## src/hdl/boost_pwm_map.svh

```systemverilog
`ifndef BOOST_PWM_MAP_SVH
`define BOOST_PWM_MAP_SVH

// core clock rate
`define CLK_MHZ         250
`define CLK_KHZ         250000
// least time in ns to whole core cycles, rounded up
`define NS_TO_CYC(t)    ((((t) * `CLK_MHZ) + 999) / 1000)

// minimum on-time per code, ns
`define TON0_NS         100
`define TON1_NS         150
`define TON2_NS         200
`define TON3_NS         300

// minimum off-time per code, ns
`define TOFF0_NS        50
`define TOFF1_NS        100
`define TOFF2_NS        150
`define TOFF3_NS        200
`define TOFF4_NS        300
`define TOFF5_NS        400
`define TOFF6_NS        600
`define TOFF7_NS        800

// internal ticks without an external rising edge before failover
`define MISS_LIMIT      2'd3

// skip thresholds on the compensation level code
`define SKIP_THR0       8'h10
`define SKIP_THR1       8'h20
`define SKIP_THR2       8'h30
`define SKIP_THR3       8'h40

`endif

```

## src/hdl/boost_pwm_pkg.sv

```systemverilog
`include "boost_pwm_map.svh"

package boost_pwm_pkg;

    // clock source select, decoded in this order
    typedef enum logic [1:0] {SRC_OFF, SRC_INT, SRC_EXT, SRC_AUTO} clk_src_e;

    typedef logic [15:0] cyc_t;

    // internal frequency table in kHz, indexed by the 5-bit code
    localparam logic [11:0] FREQ_KHZ [32] = '{
        12'd125, 12'd140, 12'd160, 12'd176, 12'd200, 12'd222, 12'd250, 12'd276,
        12'd302, 12'd333, 12'd381, 12'd444, 12'd500, 12'd552, 12'd593, 12'd667,
        12'd727, 12'd800, 12'd889, 12'd1000, 12'd1067, 12'd1143, 12'd1231,
        12'd1333, 12'd1455, 12'd1600, 12'd1778, 12'd2000, 12'd2286, 12'd2667,
        12'd3200, 12'd4000};

    // period of the internal clock in core cycles
    function automatic cyc_t int_period(input logic [4:0] code);
        return cyc_t'(`CLK_KHZ / int'(FREQ_KHZ[code]));
    endfunction : int_period

    function automatic cyc_t ton_cyc(input logic [1:0] code);
        case (code)
            2'd0:    return cyc_t'(`NS_TO_CYC(`TON0_NS));
            2'd1:    return cyc_t'(`NS_TO_CYC(`TON1_NS));
            2'd2:    return cyc_t'(`NS_TO_CYC(`TON2_NS));
            default: return cyc_t'(`NS_TO_CYC(`TON3_NS));
        endcase
    endfunction : ton_cyc

    function automatic cyc_t toff_cyc(input logic [2:0] code);
        case (code)
            3'd0:    return cyc_t'(`NS_TO_CYC(`TOFF0_NS));
            3'd1:    return cyc_t'(`NS_TO_CYC(`TOFF1_NS));
            3'd2:    return cyc_t'(`NS_TO_CYC(`TOFF2_NS));
            3'd3:    return cyc_t'(`NS_TO_CYC(`TOFF3_NS));
            3'd4:    return cyc_t'(`NS_TO_CYC(`TOFF4_NS));
            3'd5:    return cyc_t'(`NS_TO_CYC(`TOFF5_NS));
            3'd6:    return cyc_t'(`NS_TO_CYC(`TOFF6_NS));
            default: return cyc_t'(`NS_TO_CYC(`TOFF7_NS));
        endcase
    endfunction : toff_cyc

    // state of one gate driver
    typedef struct packed {
        logic on;
        cyc_t cnt;
    } gate_s;

    // state of the clock and sequencing logic
    typedef struct packed {
        logic       sync_a;
        logic       sync_b;
        logic       sync_c;
        logic [1:0] trip_a;
        logic [1:0] trip_b;
        cyc_t       int_cnt;
        logic       int_tick;
        logic [1:0] miss;
        logic       use_int;
        logic       half;
        logic       phase;
        cyc_t       per_cnt;
        cyc_t       tick_per;
        logic [1:0] start;
        logic       fail;
        logic       skip;
    } pwm_s;

endpackage : boost_pwm_pkg

```

## src/hdl/boost_gate_phase.sv

```systemverilog
`timescale 1ns/100ps
`default_nettype none

module boost_gate_phase
    import boost_pwm_pkg::*;
(
    // clock and reset
    input  wire logic i_clk,
    input  wire logic i_rst,
    input  wire logic i_ce,
    // cycle control
    input  wire logic i_start,
    input  wire logic i_enable,
    input  wire logic i_skip,
    input  wire logic i_trip,
    // timing limits in core cycles
    input  wire cyc_t i_period,
    input  wire cyc_t i_min_on,
    input  wire cyc_t i_min_off,
    // gate drive
    output logic      o_gate
);

    gate_s q;
    gate_s d;
    cyc_t  max_on;

    // longest on-time that still leaves the minimum off-time
    assign max_on = (i_period > i_min_off) ? (i_period - i_min_off) : '0;

    // pulse sequencing
    always_comb begin
        d = q;
        if (q.on) begin
            if ((i_trip && q.cnt >= i_min_on) || q.cnt >= max_on) begin
                d.on = 1'b0;
            end else begin
                d.cnt = q.cnt + 16'h0001;
            end
        end else if (i_start && i_enable && !i_skip && !i_trip
                     && max_on >= i_min_on) begin
            d.on  = 1'b1;
            d.cnt = 16'h0001;
        end
    end

    // state register
    always_ff @(posedge i_clk) begin
        if (i_rst) begin
            q <= '0;
        end else if (i_ce) begin
            q <= d;
        end
    end

    assign o_gate = q.on;
endmodule : boost_gate_phase

`default_nettype wire

```

## src/hdl/boost_pwm_clock.sv

```systemverilog
// Functional notes
// - five-bit code picks internal frequency table
// - source two takes frequency from sync pin
// - invert bit selects rising or falling sync
// - select decodes off, internal, external, auto
// - auto falls back after three missed edges
// - auto returns to external on rising edge
// - enabled phase with source off flags failure
// - external modes flag three missed edges
// - internal clock always runs for monitoring
// - gate pulse lasts at least minimum on-time
// - on-time codes map 100 to 300 ns
// - off-time codes map 50 to 800 ns
// - each period keeps minimum off-time
// - low compensation level stops pulses
// - internal rate derived from core clock
// - halving bit divides gate clock by two
// - shared clock gives each phase half rate
`timescale 1ns/100ps
`default_nettype none

module boost_pwm_clock
    import boost_pwm_pkg::*;
#(
    parameter int NPH = 2
) (
    // clock and reset
    input  wire logic             I_CLK,
    input  wire logic             I_RST,
    input  wire logic             I_CE,
    // pins from outside the clock domain
    input  wire logic             I_SYNC_PIN,
    input  wire logic [NPH-1:0]   I_CURRENT_TRIP,
    // configuration
    input  wire logic [1:0]       I_PWM_CLOCK_SOURCE_SELECT,
    input  wire logic [4:0]       I_INTERNAL_PWM_FREQ_CODE,
    input  wire logic             I_SYNC_EDGE_INVERT,
    input  wire logic             I_GATE_CLOCK_HALVING,
    input  wire logic [NPH-1:0]   I_PHASE_ENABLE_BITS,
    input  wire logic [1:0]       I_MIN_ON_TIME_CODE,
    input  wire logic [2:0]       I_MIN_OFF_TIME_CODE,
    input  wire logic [1:0]       I_SKIP_THRESHOLD_CODE,
    // digitised compensation level
    input  wire logic [7:0]       I_COMPENSATION_VOLTAGE,
    // gate drive and status
    output logic      [NPH-1:0]   O_GATE,
    output logic                  O_SYNC_FAILURE_FLAG,
    output logic                  O_INTERNAL_CLOCK_ACTIVE,
    output logic                  O_SKIP_ACTIVE
);

    pwm_s     q;
    pwm_s     d;
    clk_src_e src;
    logic     ext_rise;
    logic     ext_fall;
    logic     ext_edge;
    logic     sel_tick;
    logic     gtick;
    cyc_t     per_int;
    cyc_t     phase_per;
    cyc_t     min_on;
    cyc_t     min_off;
    logic [7:0] skip_thr;

    assign src = clk_src_e'(I_PWM_CLOCK_SOURCE_SELECT);

    // edges of the synchronised sync pin
    assign ext_rise = q.sync_b & ~q.sync_c;
    assign ext_fall = ~q.sync_b & q.sync_c;
    assign ext_edge = I_SYNC_EDGE_INVERT ? ext_fall : ext_rise;

    // timing limits from the codes
    assign per_int = int_period(I_INTERNAL_PWM_FREQ_CODE);
    assign min_on  = ton_cyc(I_MIN_ON_TIME_CODE);
    assign min_off = toff_cyc(I_MIN_OFF_TIME_CODE);

    // skip threshold per code
    always_comb begin
        case (I_SKIP_THRESHOLD_CODE)
            2'd0:    skip_thr = `SKIP_THR0;
            2'd1:    skip_thr = `SKIP_THR1;
            2'd2:    skip_thr = `SKIP_THR2;
            default: skip_thr = `SKIP_THR3;
        endcase
    end

    // source multiplexer
    always_comb begin
        case (src)
            SRC_OFF:  sel_tick = 1'b0;
            SRC_INT:  sel_tick = q.int_tick;
            SRC_EXT:  sel_tick = ext_edge;
            default:  sel_tick = q.use_int ? q.int_tick : ext_edge;
        endcase
    end

    // optional halving passes every second tick
    assign gtick = sel_tick && (!I_GATE_CLOCK_HALVING || q.half);

    // each phase sees two clock ticks per period
    assign phase_per = q.tick_per[15] ? 16'hffff : {q.tick_per[14:0], 1'b0};

    // next-state logic
    always_comb begin
        d = q;
        // pin synchronisers
        d.sync_a = I_SYNC_PIN;
        d.sync_b = q.sync_a;
        d.sync_c = q.sync_b;
        d.trip_a = I_CURRENT_TRIP;
        d.trip_b = q.trip_a;
        // free-running internal clock
        if (q.int_cnt >= per_int - 16'h0001) begin
            d.int_cnt  = '0;
            d.int_tick = 1'b1;
        end else begin
            d.int_cnt  = q.int_cnt + 16'h0001;
            d.int_tick = 1'b0;
        end
        // count internal ticks since the last external rising edge
        if (ext_rise) begin
            d.miss = '0;
        end else if (q.int_tick && q.miss != `MISS_LIMIT) begin
            d.miss = q.miss + 2'd1;
        end
        // automatic source choice, held clear in the fixed modes
        // so that a stale fallback never shows outside auto mode
        if (src != SRC_AUTO || ext_rise) begin
            d.use_int = 1'b0;
        end else if (q.miss == `MISS_LIMIT) begin
            d.use_int = 1'b1;
        end
        // halving toggle
        if (sel_tick) begin
            d.half = ~q.half;
        end
        // tick spacing measurement, saturating
        if (gtick) begin
            d.tick_per = q.per_cnt;
            d.per_cnt  = 16'h0001;
        end else if (q.per_cnt != 16'hffff) begin
            d.per_cnt = q.per_cnt + 16'h0001;
        end
        // alternate phase starts
        d.start = '0;
        if (gtick) begin
            d.start[q.phase] = 1'b1;
            d.phase          = ~q.phase;
        end
        // sync failure status
        d.fail = ((|I_PHASE_ENABLE_BITS) && src == SRC_OFF)
              || ((src == SRC_EXT || src == SRC_AUTO) && q.miss == `MISS_LIMIT);
        // skip-cycle comparison
        d.skip = I_COMPENSATION_VOLTAGE < skip_thr;
    end

    // state register
    always_ff @(posedge I_CLK) begin
        if (I_RST) begin
            q <= '0;
        end else if (I_CE) begin
            q <= d;
        end
    end

    // per-phase gate drivers
    generate
        for (genvar i = 0; i < NPH; i++) begin : g_phase
            boost_gate_phase u_gate (
                .i_clk    (I_CLK),
                .i_rst    (I_RST),
                .i_ce     (I_CE),
                .i_start  (q.start[i]),
                .i_enable (I_PHASE_ENABLE_BITS[i] && src != SRC_OFF),
                .i_skip   (q.skip),
                .i_trip   (q.trip_b[i]),
                .i_period (phase_per),
                .i_min_on (min_on),
                .i_min_off(min_off),
                .o_gate   (O_GATE[i])
            );
        end
    endgenerate

    // status outputs
    assign O_SYNC_FAILURE_FLAG     = q.fail;
    assign O_INTERNAL_CLOCK_ACTIVE = q.use_int;
    assign O_SKIP_ACTIVE           = q.skip;

    // helper logic for checking the internal period and the phase order
    cyc_t gap_q;
    logic chg_q;
    logic seen_q;
    logic last_q;
    logic [4:0] code_q;

    always_ff @(posedge I_CLK) begin
        if (I_RST) begin
            gap_q  <= '0;
            chg_q  <= 1'b1;
            seen_q <= 1'b0;
            last_q <= 1'b1;
            code_q <= '0;
        end else if (I_CE) begin
            code_q <= I_INTERNAL_PWM_FREQ_CODE;
            gap_q  <= q.int_tick ? 16'h0001 : gap_q + 16'h0001;
            if (q.int_tick) begin
                chg_q  <= 1'b0;
                seen_q <= 1'b1;
            end else if (code_q != I_INTERNAL_PWM_FREQ_CODE) begin
                chg_q <= 1'b1;
            end
            if (q.start[0]) begin
                last_q <= 1'b0;
            end else if (q.start[1]) begin
                last_q <= 1'b1;
            end
        end
    end
endmodule : boost_pwm_clock

`default_nettype wire

```

## config.mk

```make
export PLATFORM = sky130hd
export DESIGN_NAME = boost_pwm_clock
export DESIGN_NICKNAME = d
export VERILOG_FILES = /design/src/hdl/boost_pwm_pkg.sv /design/src/hdl/boost_gate_phase.sv /design/src/hdl/boost_pwm_clock.sv
export VERILOG_INCLUDE_DIRS = /design/src /design/src/hdl
export SDC_FILE = /design/constraint.sdc
export NUM_CORES = 1
export LEC_CHECK = 0
export ABC_AREA = 1
export BUFFER_PORTS_ARGS = -buffer_cell sky130_fd_sc_hd__buf_2
export CORE_MARGIN = 3
export CORE_UTILIZATION = 35
export DETAILED_ROUTE_END_ITERATION = 10
export HOLD_SLACK_MARGIN = 0.02
export PLACE_DENSITY = 0.53
export SLEW_MARGIN = 20
export SYNTH_ARGS = -nofsm -noshare
export SYNTH_HDL_FRONTEND = slang
export SYNTH_SLANG_ARGS = --single-unit
```

## constraint.sdc

```tcl
create_clock -name I_CLK -period 80.2 [get_ports I_CLK]
set_clock_uncertainty 0.15 [all_clocks]
set_input_delay 4.01 -clock I_CLK [delete_from_list [all_inputs] [get_ports I_CLK]]
set_output_delay 4.01 -clock I_CLK [all_outputs]
set_load 0.1 [all_outputs]
```

* Yosys cells after proc, flatten, opt, wreduce, memory -nomap -nowiden
Memory sizes are Yosys's and may differ from the RTL's.
Cells that the tools add are included.
** Cells by class
- Add/subtract/negate cells :: 7
- Div/mod/pow operators :: 1
- $lt $le $gt $ge :: 11
- Eq/ne operators :: 19
- Muxes and demuxes :: 28
- Bitwise logic cells :: 7
- Reduce and logical (&&, ||, !) cells :: 45
** Operators with widths (number)
- 2-to-1 mux 16 bit :: 6
- 2-to-1 mux 17 bit :: 5
- adder 16 x 1 -> 16 bit (second input constant) :: 4
- one-hot mux 8 bit (7 select lines) :: 1
- >= comparator 16 bit :: 3
- >= comparator 16 x 7 -> 1 bit :: 3
- one-hot mux 7 bit (3 select lines) :: 2
- divider 19 x 13 -> 32 bit (first input constant) :: 1
- 2-to-1 mux 12 bit :: 2
- logical AND 1 bit :: 17
- greater-than comparator 16 x 8 -> 1 bit :: 1
- != test 16 bit (second input constant) :: 1
- subtractor 16 x 1 -> 16 bit (second input constant) :: 1
- subtractor 16 x 8 -> 16 bit :: 1
- nonzero test 2 bit :: 6
- equality test 2 bit (second input constant) :: 5
- AND reduction 2 bit :: 5
- equality test 3 bit (second input constant) :: 3
- less-than comparator 8 bit :: 1
- != test 2 bit (second input constant) :: 4
- 2-to-1 mux 1 bit :: 7
- equality test 2 x 1 -> 1 bit (second input constant) :: 3
- equality test 3 x 2 -> 1 bit (second input constant) :: 2
- >= comparator 6 bit (second input constant) :: 1
- 16 further kinds :: 33
** Storage, ports and cells
- Register bits after elaboration :: 99
- Memory bits (read-only) :: 384
- Input bits :: 32
- Output and inout port bits :: 5
- Memories kept :: 1
** Memory list
- (no name shown) :: depth 32, bits a word 12, read ports 1, clocked after Yosys merged registers in 0, write ports 0, RTL line boost_pwm_pkg.sv:20 : return cyc_t'(`CLK_KHZ / int'(FREQ_KHZ[code]));

* Depth between registers and ports, before layout
- Depth in word-level cells :: 8
- Gate-level depth with buffers :: 506
- Mapped depth without buffers :: 462

* Hierarchy
Synthesis repeated with hierarchy kept, for this count alone.
** Second synthesis, totals
- Cell total of the unflattened synthesis :: 5923
- Area, all modules :: 35173.7 um^2
** Modules (own cells, without submodules)
- boost_pwm_clock :: instances 1, cells an instance 4919, area each 29075.4 um^2, seq. area each 1301.2 um^2
- boost_gate_phase :: instances 2, cells an instance 502, area each 3049.2 um^2, seq. area each 340.3 um^2

* Least setup slack after synthesis
Ideal clock, no wire load.
- Kind :: input port to flip-flop
- Start :: input I_INTERNAL_PWM_FREQ_CODE[1]
- End :: register q[45] (netlist name)
- Setup time :: 0.127 ns
- Data arrival time :: 69.141 ns
- Required time :: 79.923 ns
- Slack :: 10.782 ns
- Cell stages on the path :: 478
- Cells stage by stage :: bufinv_8 > ha_1 > inv_1 > nand2_2 > o21ai_2 > nor2_1 > nor2_1 > nand2_1 > a21oi_2 > nand2_2 > nor2_1 > ha_1 > xor2_1 > nand3b_1 > nand2_1 > inv_1 > ha_1 > nand2_1 > (+442 left out) > inv_1 > nand2_1 > inv_1 > ha_1 > nand2_1 > o21ai_0 > nand3_1 > a21boi_0 > o21a_1 > o21a_1 > o2111ai_1 > nand2_1 > nand4_1 > nand2_1 > nand2_1 > nand2_1 > clkbuf_1 > nor2_1
** On the way
- Longest elaborated chain between the ends :: 8
** Ends and longest elaborated chain
- start: declaration :: RTL line boost_pwm_clock.sv:36 : input wire logic [4:0] I_INTERNAL_PWM_FREQ_CODE,
- inverter 5 -> 6 bit (implied by the code) :: RTL line boost_pwm_pkg.sv:20
- memory read (32 x 12 bit)
- 2-to-1 mux 12 bit (implied by the code) (2 in a row) :: RTL line boost_pwm_pkg.sv:20
- divider 19 x 13 -> 32 bit (no source line)
- subtractor 16 x 1 -> 16 bit :: RTL line boost_pwm_clock.sv:114 : if (q.int_cnt >= per_int - 16'h0001) begin
- >= comparator 16 bit :: RTL line boost_pwm_clock.sv:114
- 2-to-1 mux 17 bit :: RTL line boost_pwm_clock.sv:114
- end signal: assignment :: RTL line boost_pwm_clock.sv:161 : q <= '0;
- end signal: assignment :: RTL line boost_pwm_clock.sv:163 : q <= d;
- end: declaration :: RTL line boost_pwm_clock.sv:52 : pwm_s q;
No other way between the ends. The select of a mux whose other input is x is not followed.
A chain may end at the register's enable or synchronous reset.

* Worst setup path after layout
- Start :: input I_INTERNAL_PWM_FREQ_CODE[0]
- End :: register q[56] (netlist name)
The elaborated chain is that of the path after synthesis.

==> impl_summary.md <==
GRT
The via count of the first global-routing pass is 30,885. Entering global routing, the biggest net connects 48 pins. The number of antenna violations at the first check in global routing is 0.

The total global routing overflow is 0. The wire length of the first global-routing pass is between 150 and 200 mm. Global routing consumed, over all layers together, between 10% and 20% of the routing resources.

Detailed routing
Dividing the detail-routed wire length by the instance count gives between 10 and 15 microns. Using the TritonRoute via totals, the vias-per-cell ratio works out to between 5 and 6. The total via count after detailed routing is between 30,000 and 40,000. In the routed design, unresolved DRC markers number 0. In this run the remaining antenna-violating nets after routing total 0. The final layout contains routed wiring with a total length of between 90 and 100 mm. The first detailed-routing pass took 5 iterations. For this block, the initial DRC count from the detailed router was 1,842.

CTS
The H-tree depth reported by CTS is 3. In this run the deepest clock path goes through 2 buffers. In this run, post-CTS hold repair placed 0 buffers. The root buffer cell chosen for the clock tree is sky130_fd_sc_hd__clkbuf_16.

The count of clock tree sinks is a little under 100. At the later pin of the worst-skew pair, clock insertion delay measures 0.38 ns. Clock-pin slew was measured on the worst setup and hold paths at approximately 0.08 ns.

The total clock buffers created by CTS is 9. TritonCTS built the clock tree.

Min path
The type of the most critical hold path is flop to flop.

Die
For this design the top-level I/O count stands at 37. The cell row count is approximately 110. The initial core utilization is 35.4%. The core outline area is 91,900 sq um. From bottom edge to top edge, the die measures 311 microns.

The die footprint is 96,600 sq um. The die is around 310 microns wide.

Yosys
A synthesized cell averages 6.02 sq um. The number of library cell types mapped by synthesis is 82. Counting flops with an async set or reset pin after synthesis yields a share of 0%. The synthesized flop and latch total is 99. For this run, the leading register cell type out of synthesis is sky130_fd_sc_hd__dfxtp_1. For this run, the number of Yosys warnings is 0. The top cell type's share of synthesized area is about 15%. Synthesis produced about 5,400 cells. After synthesis, the cell types taking the most area are sky130_fd_sc_hd__ha_1, sky130_fd_sc_hd__nand2_1, sky130_fd_sc_hd__inv_1. The part of the Yosys area used for sequential elements is 6.10%. The synthesized design spends more area on one cell type than any other, namely sky130_fd_sc_hd__ha_1. In this run the cell area of the synthesized design comes to about 33,000 sq um. The total nets after synthesis is just under 6,000.

sky130_fd_sc_hd__nand2_1 is the most common cell in the netlist. The number of enable-type register cells in the synthesized netlist is 0. Sorting the synthesized cells by how often they occur yields sky130_fd_sc_hd__nand2_1, sky130_fd_sc_hd__inv_1, sky130_fd_sc_hd__nor2_1, sky130_fd_sc_hd__ha_1, sky130_fd_sc_hd__nand3_1.

Flow run
The tool flagged a number of max-cap violations equal to 0.

Placement
The placement-stage worst setup slack is approximately 2.2 ns. The congestion estimate from routability-driven global placement came to 0.911. The total of buffers placed on input and output ports is 32.

The estimated wirelength of the detail-placed design is around 77 mm. The cell total after placement is around 6,600.

Worst setup path
The peak per-stage delay on the critical path is approximately 0.52 ns. The cell with the largest stage delay on the worst path is sky130_fd_sc_hd__a21oi_1. The cell occurring most often along the worst timing path is sky130_fd_sc_hd__nand2_1. The type of the setup path with the least slack is input pin to flop. The startpoint type of the worst setup path is an input pin. The sort of element at the end of the critical path is a flop. The arrival time of the worst setup path is 72.66 ns.

Of all nets on the critical path, the largest fanout is 38. For the worst setup path, the data required time is roughly 80 ns.

Timing
Measured against its own limit, the worst slew margin works out to ~36%. The pin slew with the least headroom to its limit is between 0.9 and 1 ns. The count of pins over their slew limit came to 0.

The total count of hold-check failures in the final report came to 0. The post-route minimum period is 72.54 ns. Based on the critical path, the design can be clocked at up to about 0.014 GHz. The least setup slack across all paths after layout is 7.66 ns. The number of failing setup endpoints in the final timing report is 0. The share of the clock period used by the worst path is between 90% and 100%.

Cells and area
Summing all multi-input logic gate instances after layout gives 26,900 sq um. The number of filler instances in the final layout is a little over 10,000. The diode insertion count for antenna repair is 0. Of the cells placed in the final design, the portion with a size suffix greater than 1 is 13.2%. The combined flip-flop and latch cell area is slightly below 2000 sq um. The final cell count without fillers is roughly 6,700.

The layout-stage area growth over the synthesis result is 6.35%. After the last flow step, the layout net total stands at approximately 5,800.

Outcome
The run finished with clean final reports.
## final cells by class
type	count	share of cell area [%]
sequential	99	5.73
inverter	788	8.73
tap	1243	4.50
clock inverter	6	0.185
clock buffer	10	0.691
timing repair buffer	120	2.46
multi-input combinational	4413	77.7
## critical path: cells and delay by family
kind            cells  cell delay, ns
buf+inv            62            7.82
fa+ha+maj          34           10.80
xor+xnor            1            0.20
simple gates      205           23.79
compound gates    144           25.82
## what timing repair did
action / CTS / global route
buffers inserted: 0 / 31
resized for setup: 0 / 60
endpoints found under the setup margin: 0 / 17
## path summary, 6_finish.rpt
| kind | startpoint | endpoint | slack [ns] | cells past startpoint |
|---|---|---|---|---|
| min | q[8] | q[8] | 0.31 | 2 |
| min reg2reg | q[8] | q[8] | 0.31 | 2 |
| max | I_INTERNAL_PWM_FREQ_CODE[0] | q[56] | 7.66 | 446 |
| max reg2reg | q[19] | g_phase[1].u_gate.q[15] | 71.93 | 43 |
## state kept, by name, indices dropped and copies added (netlist names)
name / flops
q: 58
g_phase.u_gate.q: 32
d: 4
g_phase.u_gate.o_gate: 2
O_INTERNAL_CLOCK_ACTIVE: 1
O_SKIP_ACTIVE: 1
O_SYNC_FAILURE_FLAG: 1
## cells by family after synthesis
logic type                 share of synthesized area [%]
adders and majority gates                           14.9
and+or+nand+nor                                     42.5
other                                             0.0115
DFF                                                 6.10
xor gates and xnor gates                            7.19
AOI/OAI and AO/OA                                   17.6
buffers and inverters                               11.8
## stage by stage
stage / setup TNS, ns / hold WS [ns] / util [%] / cell area [sq um]
final: 0 / 0.312 / 37.6 / 34600
after global routing: -0.393 / 0.353 / 37.6 / 34600
after CTS: 0 / 0.316 / 37.2 / 34200
after detailed placement: 0 / 0.304 / 36.8 / 33900
after global placement: 0 / 0.290 / 36.8 / 33900
after floorplan: 0 / 0.279 / - / 32500
## metal layers
layer / GRT usage, % / part of all wire [%]
met1: 25.7 / 49
met2: 33.1 / 47
met3: 0.886 / 2.4
met4: 3.81 / 1.8
met5: 0 / 0
## placed cells by master, fill, tap and decap left out, types with 9 or more instances in the layout
| master | n |
|---|---|
| sky130_fd_sc_hd__xor2_1 | 164 |
| sky130_fd_sc_hd__inv_2 | 36 |
| sky130_fd_sc_hd__o211ai_1 | 20 |
| sky130_fd_sc_hd__nor3_1 | 74 |
| sky130_fd_sc_hd__dfxtp_1 | 99 |
| sky130_fd_sc_hd__nand3_2 | 88 |
| sky130_fd_sc_hd__a21o_1 | 10 |
| sky130_fd_sc_hd__buf_4 | 85 |
| sky130_fd_sc_hd__o21ai_1 | 62 |
| sky130_fd_sc_hd__xnor2_1 | 103 |
| sky130_fd_sc_hd__a211oi_1 | 11 |
| sky130_fd_sc_hd__inv_1 | 719 |
| sky130_fd_sc_hd__or2_2 | 27 |
| sky130_fd_sc_hd__o21a_1 | 24 |
| sky130_fd_sc_hd__nand2_1 | 1225 |
| sky130_fd_sc_hd__o31ai_1 | 10 |
| sky130_fd_sc_hd__ha_1 | 385 |
| sky130_fd_sc_hd__a21oi_2 | 9 |
| sky130_fd_sc_hd__nand2_4 | 63 |
| sky130_fd_sc_hd__a31oi_1 | 12 |
| sky130_fd_sc_hd__buf_2 | 32 |
| sky130_fd_sc_hd__nor2_2 | 57 |
| sky130_fd_sc_hd__nand4_1 | 133 |
| sky130_fd_sc_hd__nand3_1 | 380 |
| sky130_fd_sc_hd__o21ai_0 | 331 |
| sky130_fd_sc_hd__nor4_1 | 15 |
| sky130_fd_sc_hd__o21bai_1 | 58 |
| sky130_fd_sc_hd__o21ai_2 | 27 |
| sky130_fd_sc_hd__nor2_4 | 44 |
| sky130_fd_sc_hd__clkinv_1 | 16 |
| sky130_fd_sc_hd__nand2_2 | 150 |
| sky130_fd_sc_hd__nor2_1 | 416 |
| sky130_fd_sc_hd__or2_1 | 9 |
| sky130_fd_sc_hd__clkbuf_16 | 9 |
| sky130_fd_sc_hd__a21oi_1 | 360 |
| sky130_fd_sc_hd__nand3_4 | 19 |
| sky130_fd_sc_hd__nand3b_1 | 26 |
Power is not shown: default switching activity piles up to over one toggle a cycle in this logic, so the estimate is an artifact.
